$ cat config.mk
export PLATFORM = sky130hd
export DESIGN_NAME = acsr_regs
export DESIGN_NICKNAME = d
export VERILOG_FILES = /design/src/acsr_regs.v
export VERILOG_INCLUDE_DIRS = /design/src /design/src/common
export SDC_FILE = /design/constraint.sdc
export NUM_CORES = 1
export LEC_CHECK = 0
export BUFFER_PORTS_ARGS = -buffer_cell sky130_fd_sc_hd__clkbuf_2
export CELL_PAD_IN_SITES_DETAIL_PLACEMENT = 1
export CELL_PAD_IN_SITES_GLOBAL_PLACEMENT = 2
export CORE_MARGIN = 2
export CORE_UTILIZATION = 39
export CTS_BUF_LIST = sky130_fd_sc_hd__clkbuf_8
export CTS_CLUSTER_DIAMETER = 30
export DETAILED_ROUTE_END_ITERATION = 10
export PLACE_DENSITY_LB_ADDON = 0.1
export SLEW_MARGIN = 25
export SYNTH_ARGS = -nofsm -noshare
export SYNTH_HDL_FRONTEND = slang
export SYNTH_SLANG_ARGS = --single-unit
export TNS_END_PERCENT = 50
$ cat constraint.sdc
create_clock -name clk -period 3.92 [get_ports clk]
set_clock_uncertainty 0.15 [all_clocks]
set_input_delay 0.784 -clock clk [delete_from_list [all_inputs] [get_ports clk]]
set_output_delay 0.784 -clock clk [all_outputs]
set_load 0.005 [all_outputs]
$ cat src/common/acsr_defines.vh
// register offsets, field positions and reset values of the channel status/control bank
`ifndef ACSR_DEFINES_VH
`define ACSR_DEFINES_VH
`define ACSR_OFS_OUT_STATE 8'h05
`define ACSR_OFS_PLAY_MUTE 8'h06
`define ACSR_OFS_FOLD_DIAG 8'h07
`define ACSR_OFS_GAIN 8'h08
`define ACSR_OFS_OC_FOLD 8'h09
`define ACSR_OFS_SW_CFG 8'h0a
`define ACSR_RST_GAIN 8'haa
`define ACSR_RST_OC_FOLD 8'hf0
`define ACSR_RST_SW_CFG 8'h0d
`define ACSR_RST_OUT_STATE 8'h0f
`define ACSR_RST_PLAY_MUTE 8'h00
`define ACSR_RST_FOLD_DIAG 8'h00
`define ACSR_RST_LIMIT 4'hf
`define ACSR_RST_RD_DATA 8'h00
`define ACSR_OC_WR_MASK 8'hf1
`define ACSR_NUM_CHAN 4
`define ACSR_FLOAT_LSB 0
`define ACSR_LL_LSB 4
`define ACSR_PLAY_LSB 0
`define ACSR_MUTE_LSB 4
`define ACSR_DIAG_LSB 0
`define ACSR_FOLD_LSB 4
`define ACSR_FOLD_DIS_BIT 0
`define ACSR_LIMIT_MSB 7
`define ACSR_LIMIT_LSB 4
`define ACSR_RATE_MSB 1
`define ACSR_RATE_LSB 0
`define ACSR_PIN_MSB 3
`define ACSR_PIN_LSB 2
`define ACSR_HARD_STOP_BIT 4
`define ACSR_PHASE_BIT 5
`define ACSR_SYNC_BIT 6
`define ACSR_PIN_FOLD_BIT 7
`define ACSR_GAIN_12DB 2'h0
`define ACSR_GAIN_20DB 2'h1
`define ACSR_GAIN_26DB 2'h2
`define ACSR_GAIN_32DB 2'h3
`define ACSR_RATE_500K 2'h0
`define ACSR_RATE_417K 2'h1
`define ACSR_RATE_357K 2'h2
`define ACSR_RATE_BAD 2'h3
`define ACSR_PIN_TWEETER 2'h0
`define ACSR_PIN_CLIP 2'h1
`define ACSR_PIN_OTW 2'h2
`define ACSR_PIN_NO_FOLD 2'h3
`endif

$ cat src/acsr_regs.v
// status and control register bank for the four amplifier channels
`timescale 1ns/100ps
`include "acsr_defines.vh"

// Summary of operation
// RL1: low-low flag set only when both outputs grounded
// RL2: float flags in 0x05 bits 3-0, reset one
// RL3: mute flags in 0x06 bits 7-4
// RL4: play flags in 0x06 bits 3-0
// RL5: thermal fold flags in 0x07 bits 7-4
// RL6: load-check flags in 0x07 bits 3-0
// RL7: gain codes 12/20/26/32 dB, reset 26 dB
// RL8: gain fields packed channel 4 high, channel 1 low
// RL9: current limit select bits 7-4, reset 0xf
// RL10: config register fields for rate and flag pin
// RL11: rate codes 500/417/357 kHz, 11 decodes as 417 kHz and sets the invalid flag
// RL12: flag pin select codes, reset no fold report
// RL13: writes to status registers are ignored
// RL14: fold disable bit forces fold flags to zero
module acsr_regs (
    input wire clk,
    input wire sys_rst,
    input wire wr_en,
    input wire rd_en,
    input wire [7:0] addr,
    input wire [7:0] wr_data,
    output reg [7:0] rd_data_r,
    input wire [3:0] chan_pos_grounded,
    input wire [3:0] chan_neg_grounded,
    input wire [3:0] chan_float,
    input wire [3:0] chan_silenced,
    input wire [3:0] chan_playing,
    input wire [3:0] chan_thermal_fold,
    input wire [3:0] chan_load_check,
    output reg [7:0] chan_gain_sel_r,
    output reg [3:0] chan_current_limit_sel_r,
    output reg thermal_fold_disable_r,
    output reg [1:0] switching_rate_sel_r,
    output reg [1:0] flag_pin_select_r,
    output reg hard_stop_en_r,
    output reg phase_offset_en_r,
    output reg sync_pulse_r,
    output reg flag_pin_fold_report_r,
    output reg [1:0] switching_rate_code_r,
    output reg rate_sel_invalid_r
);

    // storage of the read-only status bytes
    reg [7:0] out_state_r;
    reg [7:0] play_mute_r;
    reg [7:0] fold_diag_r;

    // storage of the writable control bytes
    reg [7:0] gain_r;
    reg [7:0] oc_fold_r;
    reg [7:0] sw_cfg_r;

    // next values
    wire [7:0] out_state_nxt;
    wire [7:0] play_mute_nxt;
    wire [7:0] fold_diag_nxt;
    reg [7:0] gain_nxt;
    reg [7:0] oc_fold_nxt;
    reg [7:0] sw_cfg_nxt;
    reg [7:0] rd_nxt;
    reg [1:0] rate_code_nxt;
    reg rate_invalid_nxt;

    // write decode; the status offsets get no strobe at all [RL13]
    wire wr_gain;
    wire wr_oc_fold;
    wire wr_sw_cfg;
    wire fold_enabled;
    wire [1:0] rate_field;

    assign wr_gain = wr_en & (addr == `ACSR_OFS_GAIN);
    assign wr_oc_fold = wr_en & (addr == `ACSR_OFS_OC_FOLD);
    assign wr_sw_cfg = wr_en & (addr == `ACSR_OFS_SW_CFG);
    assign fold_enabled = ~oc_fold_r[`ACSR_FOLD_DIS_BIT];
    assign rate_field = sw_cfg_r[`ACSR_RATE_MSB:`ACSR_RATE_LSB];

    // one slice of status per channel, bit 0 of each field is channel 1
    genvar ch;
    generate
        for (ch = 0; ch < `ACSR_NUM_CHAN; ch = ch + 1) begin : g_chan
            // one grounded side alone is not low-low
            assign out_state_nxt[`ACSR_LL_LSB + ch] =
                chan_pos_grounded[ch] & chan_neg_grounded[ch]; // [RL1]
            assign out_state_nxt[`ACSR_FLOAT_LSB + ch] = chan_float[ch]; // [RL2]
            assign play_mute_nxt[`ACSR_MUTE_LSB + ch] = chan_silenced[ch]; // [RL3]
            assign play_mute_nxt[`ACSR_PLAY_LSB + ch] = chan_playing[ch]; // [RL4]
            // suppressed while disabled, so a stale fold flag cannot linger
            assign fold_diag_nxt[`ACSR_FOLD_LSB + ch] =
                chan_thermal_fold[ch] & fold_enabled; // [RL5] [RL14]
            assign fold_diag_nxt[`ACSR_DIAG_LSB + ch] = chan_load_check[ch]; // [RL6]
        end
    endgenerate

    // status bytes follow the live channel state with one cycle of lag [RL13]
    always @(posedge clk or posedge sys_rst) begin
        if (sys_rst) begin
            out_state_r <= `ACSR_RST_OUT_STATE; // [RL1] [RL2]
        end else begin
            out_state_r <= out_state_nxt;
        end
    end

    always @(posedge clk or posedge sys_rst) begin
        if (sys_rst) begin
            play_mute_r <= `ACSR_RST_PLAY_MUTE; // [RL3] [RL4]
        end else begin
            play_mute_r <= play_mute_nxt;
        end
    end

    always @(posedge clk or posedge sys_rst) begin
        if (sys_rst) begin
            fold_diag_r <= `ACSR_RST_FOLD_DIAG; // [RL5] [RL6]
        end else begin
            fold_diag_r <= fold_diag_nxt;
        end
    end

    always @* begin
        gain_nxt = gain_r;
        oc_fold_nxt = oc_fold_r;
        sw_cfg_nxt = sw_cfg_r;
        if (wr_gain) begin
            gain_nxt = wr_data; // [RL8]
        end
        if (wr_oc_fold) begin
            // reserved bits 3-1 are held at zero [RL14]
            oc_fold_nxt = wr_data & `ACSR_OC_WR_MASK; // [RL9]
        end
        if (wr_sw_cfg) begin
            // a forbidden rate code is kept as written and only caught at decode
            sw_cfg_nxt = wr_data; // [RL10]
        end
    end

    always @(posedge clk or posedge sys_rst) begin
        if (sys_rst) begin
            gain_r <= `ACSR_RST_GAIN; // [RL7]
        end else begin
            gain_r <= gain_nxt;
        end
    end

    always @(posedge clk or posedge sys_rst) begin
        if (sys_rst) begin
            oc_fold_r <= `ACSR_RST_OC_FOLD; // [RL9]
        end else begin
            oc_fold_r <= oc_fold_nxt;
        end
    end

    always @(posedge clk or posedge sys_rst) begin
        if (sys_rst) begin
            sw_cfg_r <= `ACSR_RST_SW_CFG; // [RL10] [RL11] [RL12]
        end else begin
            sw_cfg_r <= sw_cfg_nxt;
        end
    end

    always @* begin
        case (addr)
            `ACSR_OFS_OUT_STATE: rd_nxt = out_state_r;
            `ACSR_OFS_PLAY_MUTE: rd_nxt = play_mute_r;
            `ACSR_OFS_FOLD_DIAG: rd_nxt = fold_diag_r;
            `ACSR_OFS_GAIN: rd_nxt = gain_r;
            `ACSR_OFS_OC_FOLD: rd_nxt = oc_fold_r;
            `ACSR_OFS_SW_CFG: rd_nxt = sw_cfg_r;
            default: rd_nxt = 8'h00;
        endcase
    end

    // read data holds between reads; a read in a write cycle sees the old byte
    always @(posedge clk or posedge sys_rst) begin
        if (sys_rst) begin
            rd_data_r <= `ACSR_RST_RD_DATA;
        end else if (rd_en) begin
            rd_data_r <= rd_nxt;
        end
    end

    // control outputs are registered copies, one cycle behind the storage
    always @(posedge clk or posedge sys_rst) begin
        if (sys_rst) begin
            chan_gain_sel_r <= `ACSR_RST_GAIN; // [RL7]
            chan_current_limit_sel_r <= `ACSR_RST_LIMIT; // [RL9]
            thermal_fold_disable_r <= 1'b0;
        end else begin
            chan_gain_sel_r <= gain_r; // [RL7] [RL8]
            chan_current_limit_sel_r <= oc_fold_r[`ACSR_LIMIT_MSB:`ACSR_LIMIT_LSB]; // [RL9]
            thermal_fold_disable_r <= oc_fold_r[`ACSR_FOLD_DIS_BIT]; // [RL14]
        end
    end

    always @(posedge clk or posedge sys_rst) begin
        if (sys_rst) begin
            switching_rate_sel_r <= `ACSR_RATE_417K; // [RL11]
            flag_pin_select_r <= `ACSR_PIN_NO_FOLD; // [RL12]
            hard_stop_en_r <= 1'b0;
            phase_offset_en_r <= 1'b0;
            sync_pulse_r <= 1'b0;
            flag_pin_fold_report_r <= 1'b0;
        end else begin
            switching_rate_sel_r <= rate_field; // [RL10]
            flag_pin_select_r <= sw_cfg_r[`ACSR_PIN_MSB:`ACSR_PIN_LSB]; // [RL12]
            hard_stop_en_r <= sw_cfg_r[`ACSR_HARD_STOP_BIT];
            phase_offset_en_r <= sw_cfg_r[`ACSR_PHASE_BIT];
            sync_pulse_r <= sw_cfg_r[`ACSR_SYNC_BIT];
            flag_pin_fold_report_r <= sw_cfg_r[`ACSR_PIN_FOLD_BIT];
        end
    end

    // the forbidden rate code falls back to the default so the modulator stays sane
    always @* begin
        rate_code_nxt = rate_field;
        rate_invalid_nxt = 1'b0;
        if (rate_field == `ACSR_RATE_BAD) begin
            rate_code_nxt = `ACSR_RATE_417K; // [RL11]
            rate_invalid_nxt = 1'b1;
        end
    end

    always @(posedge clk or posedge sys_rst) begin
        if (sys_rst) begin
            switching_rate_code_r <= `ACSR_RATE_417K; // [RL11]
            rate_sel_invalid_r <= 1'b0;
        end else begin
            switching_rate_code_r <= rate_code_nxt;
            rate_sel_invalid_r <= rate_invalid_nxt;
        end
    end

endmodule

# Word level (Yosys, flattened, before mapping)
# Index checks and enable logic that the tools add are counted.
# word_totals
latch_bits	0
rom_bits	0
ff_bits	77
mem_bits_rw	0
input_bits	48
memories	0
# op_classes
n_mux	3
multipliers	0
div_mod_pow	0
n_eq_ne	7
reduce_logical	0
add_sub_neg	0
magnitude_cmp	0
shift	0
n_bitwise	12
# ops
cell	count
8-bit one-hot mux with 6 select lines	1
8-bit by 3-bit == test with 1-bit output, second input constant	3
8-bit by 4-bit == test with 1-bit output, second input constant	3
1-bit bitwise AND	11
2-bit == test, second input constant	1
2-bit two-way mux	1
1-bit two-way mux	1
1-bit inverter	1

# Longest topological paths before layout
# depth
word_depth	2
depth_mapped	6

# Worst setup path after synthesis
# No wires, ideal clock.
# synth_path
kind	in2reg
startpoint	input addr[5]
endpoint	register oc_fold_r[0]
path_buffers	0
arrival_ps	1905
cell_stages	4
setup_ps	125
setup_slack_ps	1740
required_time_ps	3645
path_cell_list	nor4_4 -> nand3_1 -> nor2_2 -> mux2_2
# synth_between
elab_chain_len	2
# synth_rtl
element	line	rtl
start: declaration	acsr_regs.v:25	input wire [7:0] addr,
8-bit by 4-bit == test with 1-bit output	n/a	
1-bit bitwise AND	acsr_regs.v:77	assign wr_oc_fold = wr_en & (addr == `ACSR_OFS_OC_FOLD);
end signal: assignment	acsr_regs.v:151	oc_fold_r <= `ACSR_RST_OC_FOLD;
end signal: assignment	acsr_regs.v:153	oc_fold_r <= oc_fold_nxt;
end: declaration	acsr_regs.v:55	reg [7:0] oc_fold_r;
# No other way between the ends.
# A chain may end at the register's enable or synchronous reset.

# Final worst setup path
# layout_path
startpoint	input addr[1]
endpoint	register sw_cfg_r[5]
# layout_between
elab_chain_len	2
# layout_rtl
element	line	rtl
8-bit by 4-bit == test with 1-bit output	n/a	
1-bit bitwise AND	acsr_regs.v:78	assign wr_sw_cfg = wr_en & (addr == `ACSR_OFS_SW_CFG);
end signal: assignment	acsr_regs.v:159	sw_cfg_r <= `ACSR_RST_SW_CFG;
end signal: assignment	acsr_regs.v:161	sw_cfg_r <= sw_cfg_nxt;
end: declaration	acsr_regs.v:56	reg [7:0] sw_cfg_r;
# No other way between the ends.

==> flow_summary.json <==
{
  "status": "finished clean",
  "tritoncts": "done",
  "syn_avg_cell_area_um2": 14.5,
  "hold_path.class": "reg2reg",
  "fin_crit_sh_pct": 55.7,
  "slew_headroom_pct": 44.5,
  "diodes": 0,
  "seq_area_frac_synth_pct": 67.6,
  "worstPathArrival_ns": 2.27,
  "drt_wl_total_mm": 6.85,
  "cts-root-buf": "clkbuf_8",
  "die_area_um2": 8140,
  "nets": 331,
  "drc_errors": 0,
  "grt.overflow.total": 0,
  "preCtsSetupSlack_ns": 1.38,
  "leakage_nw": 1.75,
  "peakVddDrop_v": 0.000170,
  "n_fill_cell": 792,
  "setup_tns_ns": 0,
  "start_kind": "input port",
  "post_cts.repair.setup_buffers": 0,
  "synth.ff_latch_count": 77,
  "clock_path_buffers": 2,
  "synth_edf_count": 0,
  "vias": 1908,
  "grt.total_usage_pct": 17.6,
  "initial_utilization_pct": 40.2,
  "crit_path_cell_trace": "clkbuf_2 -> nor2b_1 -> nand4_2 -> mux2_2",
  "worst-path-max-fanout": 19,
  "gp_congestion": 0.820,
  "crit_type": "in2reg",
  "synth_top_cell_by_area": "dfrtp_1",
  "ctsResizeCount": 0,
  "cp_top_family": "simple AND/OR/NAND/NOR gates",
  "clock_latency_ns": 0.35,
  "cts.sinks": 77,
  "vias_per_cell": 4.93,
  "ant_nets": 0,
  "syn_nets": 248,
  "min_from": "oc_fold_r[7]",
  "finalWorstSetupSlack_ns": 1.74,
  "worst-path-buf-inv": 1,
  "synth_area_leaders": "dfrtp_1 (43%), dfstp_2 (24%), mux2_2 (9.7%)",
  "synth_cells": 200,
  "crit_slowest_cell": "mux2_2",
  "end_kind": "flip-flop",
  "netlist_area_um2": 2900,
  "num_io_pins": 80,
  "timing.fmax_mhz": 458,
  "worstMarginPinSlew_ns": 0.831,
  "cts-htree-levels": 3,
  "layout_common_cells": "clkbuf_2 (79), dfrtp_1 (50), dfstp_2 (27), mux2_2 (25), clkbuf_8 (10)",
  "finalCoreUtilization_pct": 50.2,
  "avgRoutedWirePerCell_um": 17.7,
  "grt_start_max_net_pins": 42,
  "finalCriticalPeriod_ns": 2.18,
  "yosys_warnings": 0,
  "r2r_start": "gain_r[0]",
  "drt_iter0_markers": 62,
  "ctsHoldBuffers": 0,
  "hpwl_mm": 4.89,
  "final_max_slew_viol_count": 0,
  "rows": 31,
  "grt_pass1_vias": 2013,
  "p_total_w": 0.00164,
  "grt_pass1_wl_mm": 10.9,
  "path_clk_slew_ns": 0.08,
  "synth_cell_types": 40,
  "crit_required_ns": 4.01,
  "power_density_nw_per_um2": 453,
  "rsz0062_at_grt": "no",
  "hold_viol": 0,
  "die_w_um": 90.2,
  "max_cap_violations": 0,
  "setup_viol": 0,
  "cts_made_buffers": 9,
  "drive_gt1_share_pct": 53.8,
  "portBuffers": 79,
  "syn_to_final_growth_pct": 24.8,
  "async_reset_ff_share_pct": 100,
  "mostFrequentLayoutCell": "clkbuf_2",
  "core_area_um2": 7210,
  "cp-startpoint": "addr[1]",
  "synth_top_area_share_pct": 43.1,
  "antenna_found_initial": 0,
  "cpPeakStageDelay_ns": 0.39,
  "ys.flop_type": "dfrtp_1",
  "die_h_um": 90.2,
  "dr.pass1.iters": 4
}
worst paths after layout:
kind,cells after the start,to,slack (ns)
setup / recovery,4,sw_cfg_r[5],1.74
hold / removal,0,chan_current_limit_sel_r[3],0.22
setup reg to reg,3,rd_data_r[0],2.48
hold reg to reg,0,chan_current_limit_sel_r[3],0.22
max in group asynchronous,3,chan_gain_sel_r[3],2.28
min in group asynchronous,2,out_state_r[7],0.42
layout make-up:
cell class / count / area [µm²] / area share, %
sequential: 77 / 1960 / 54.2
multi-input combinational: 107 / 873 / 24.1
timing repair buffer: 81 / 410 / 11.3
clock inverter: 6 / 87.6 / 2.42
inverter: 7 / 26.3 / 0.726
clock buffer: 10 / 138 / 3.80
tap: 99 / 124 / 3.42
kinds of logic after synthesis:
family / synth area share, %
AOI/OAI and AO/OA: 9.10
buffers and inverters: 2.29
DFF: 67.6
muxes: 10.1
and+or+nand+nor: 11.0
registers in the layout, indices dropped and copies added (netlist names), 2 cells and up:
name                      cells
switching_rate_sel_r          2
play_mute_r                   8
gain_r                        8
chan_gain_sel_r               8
out_state_r                   8
sw_cfg_r                      8
switching_rate_code_r         2
oc_fold_r                     5
rd_data_r                     8
chan_current_limit_sel_r      4
fold_diag_r                   8
flag_pin_select_r             2
stage by stage:
step           cell area, µm²  std cells  hold slack, ns
2_1_floorplan            2900        200           0.206
3_3_place_gp             3390        371           0.214
3_5_place_dp             3390        371           0.214
4_1_cts                  3620        387           0.224
5_1_grt                  3620        387           0.225
6_report                 3620        387           0.224
worst register-to-register path, delay by kind of cell (launching register included):
family | cells | cell delay (ns)
AOI/OAI and AO/OA | 2 | 0.51
DFF | 1 | 0.40
muxes | 1 | 0.26
power breakdown:
group	leakage, nW	internal, W	switching (W)
logic	0.705	0.0000523	0.0000635
registers	0.931	0.000840	0.0000193
clock network	0.110	0.000376	0.000290
total	1.75	0.00127	0.000373
cells in the mapped netlist, types with 2 or more instances:
| cell | number |
|---|---|
| a211oi_1 | 3 |
| a21oi_1 | 3 |
| a221oi_1 | 3 |
| a22o_1 | 4 |
| a22oi_1 | 4 |
| a31oi_1 | 2 |
| and2_1 | 5 |
| and3_1 | 3 |
| clkbuf_1 | 6 |
| dfrtp_1 | 50 |
| dfstp_2 | 27 |
| inv_1 | 7 |
| mux2_2 | 25 |
| nand2_1 | 7 |
| nand2b_1 | 3 |
| nand3b_1 | 2 |
| nor2_1 | 3 |
| nor2b_1 | 9 |
| nor4b_1 | 2 |
| o211a_1 | 3 |
| o21ai_0 | 4 |
| o22ai_1 | 5 |
| o32ai_1 | 3 |
metal layers:
metal | routed length [µm] | track usage (%) | share of wire, %
met4 | 97 | 7.31 | 1.4
met2 | 3290 | 27.7 | 48
met5 | 0 | 0 | 0
met3 | 263 | 3.02 | 3.8
met1 | 3200 | 24.4 | 47
Power figures use the tool's default switching activity.
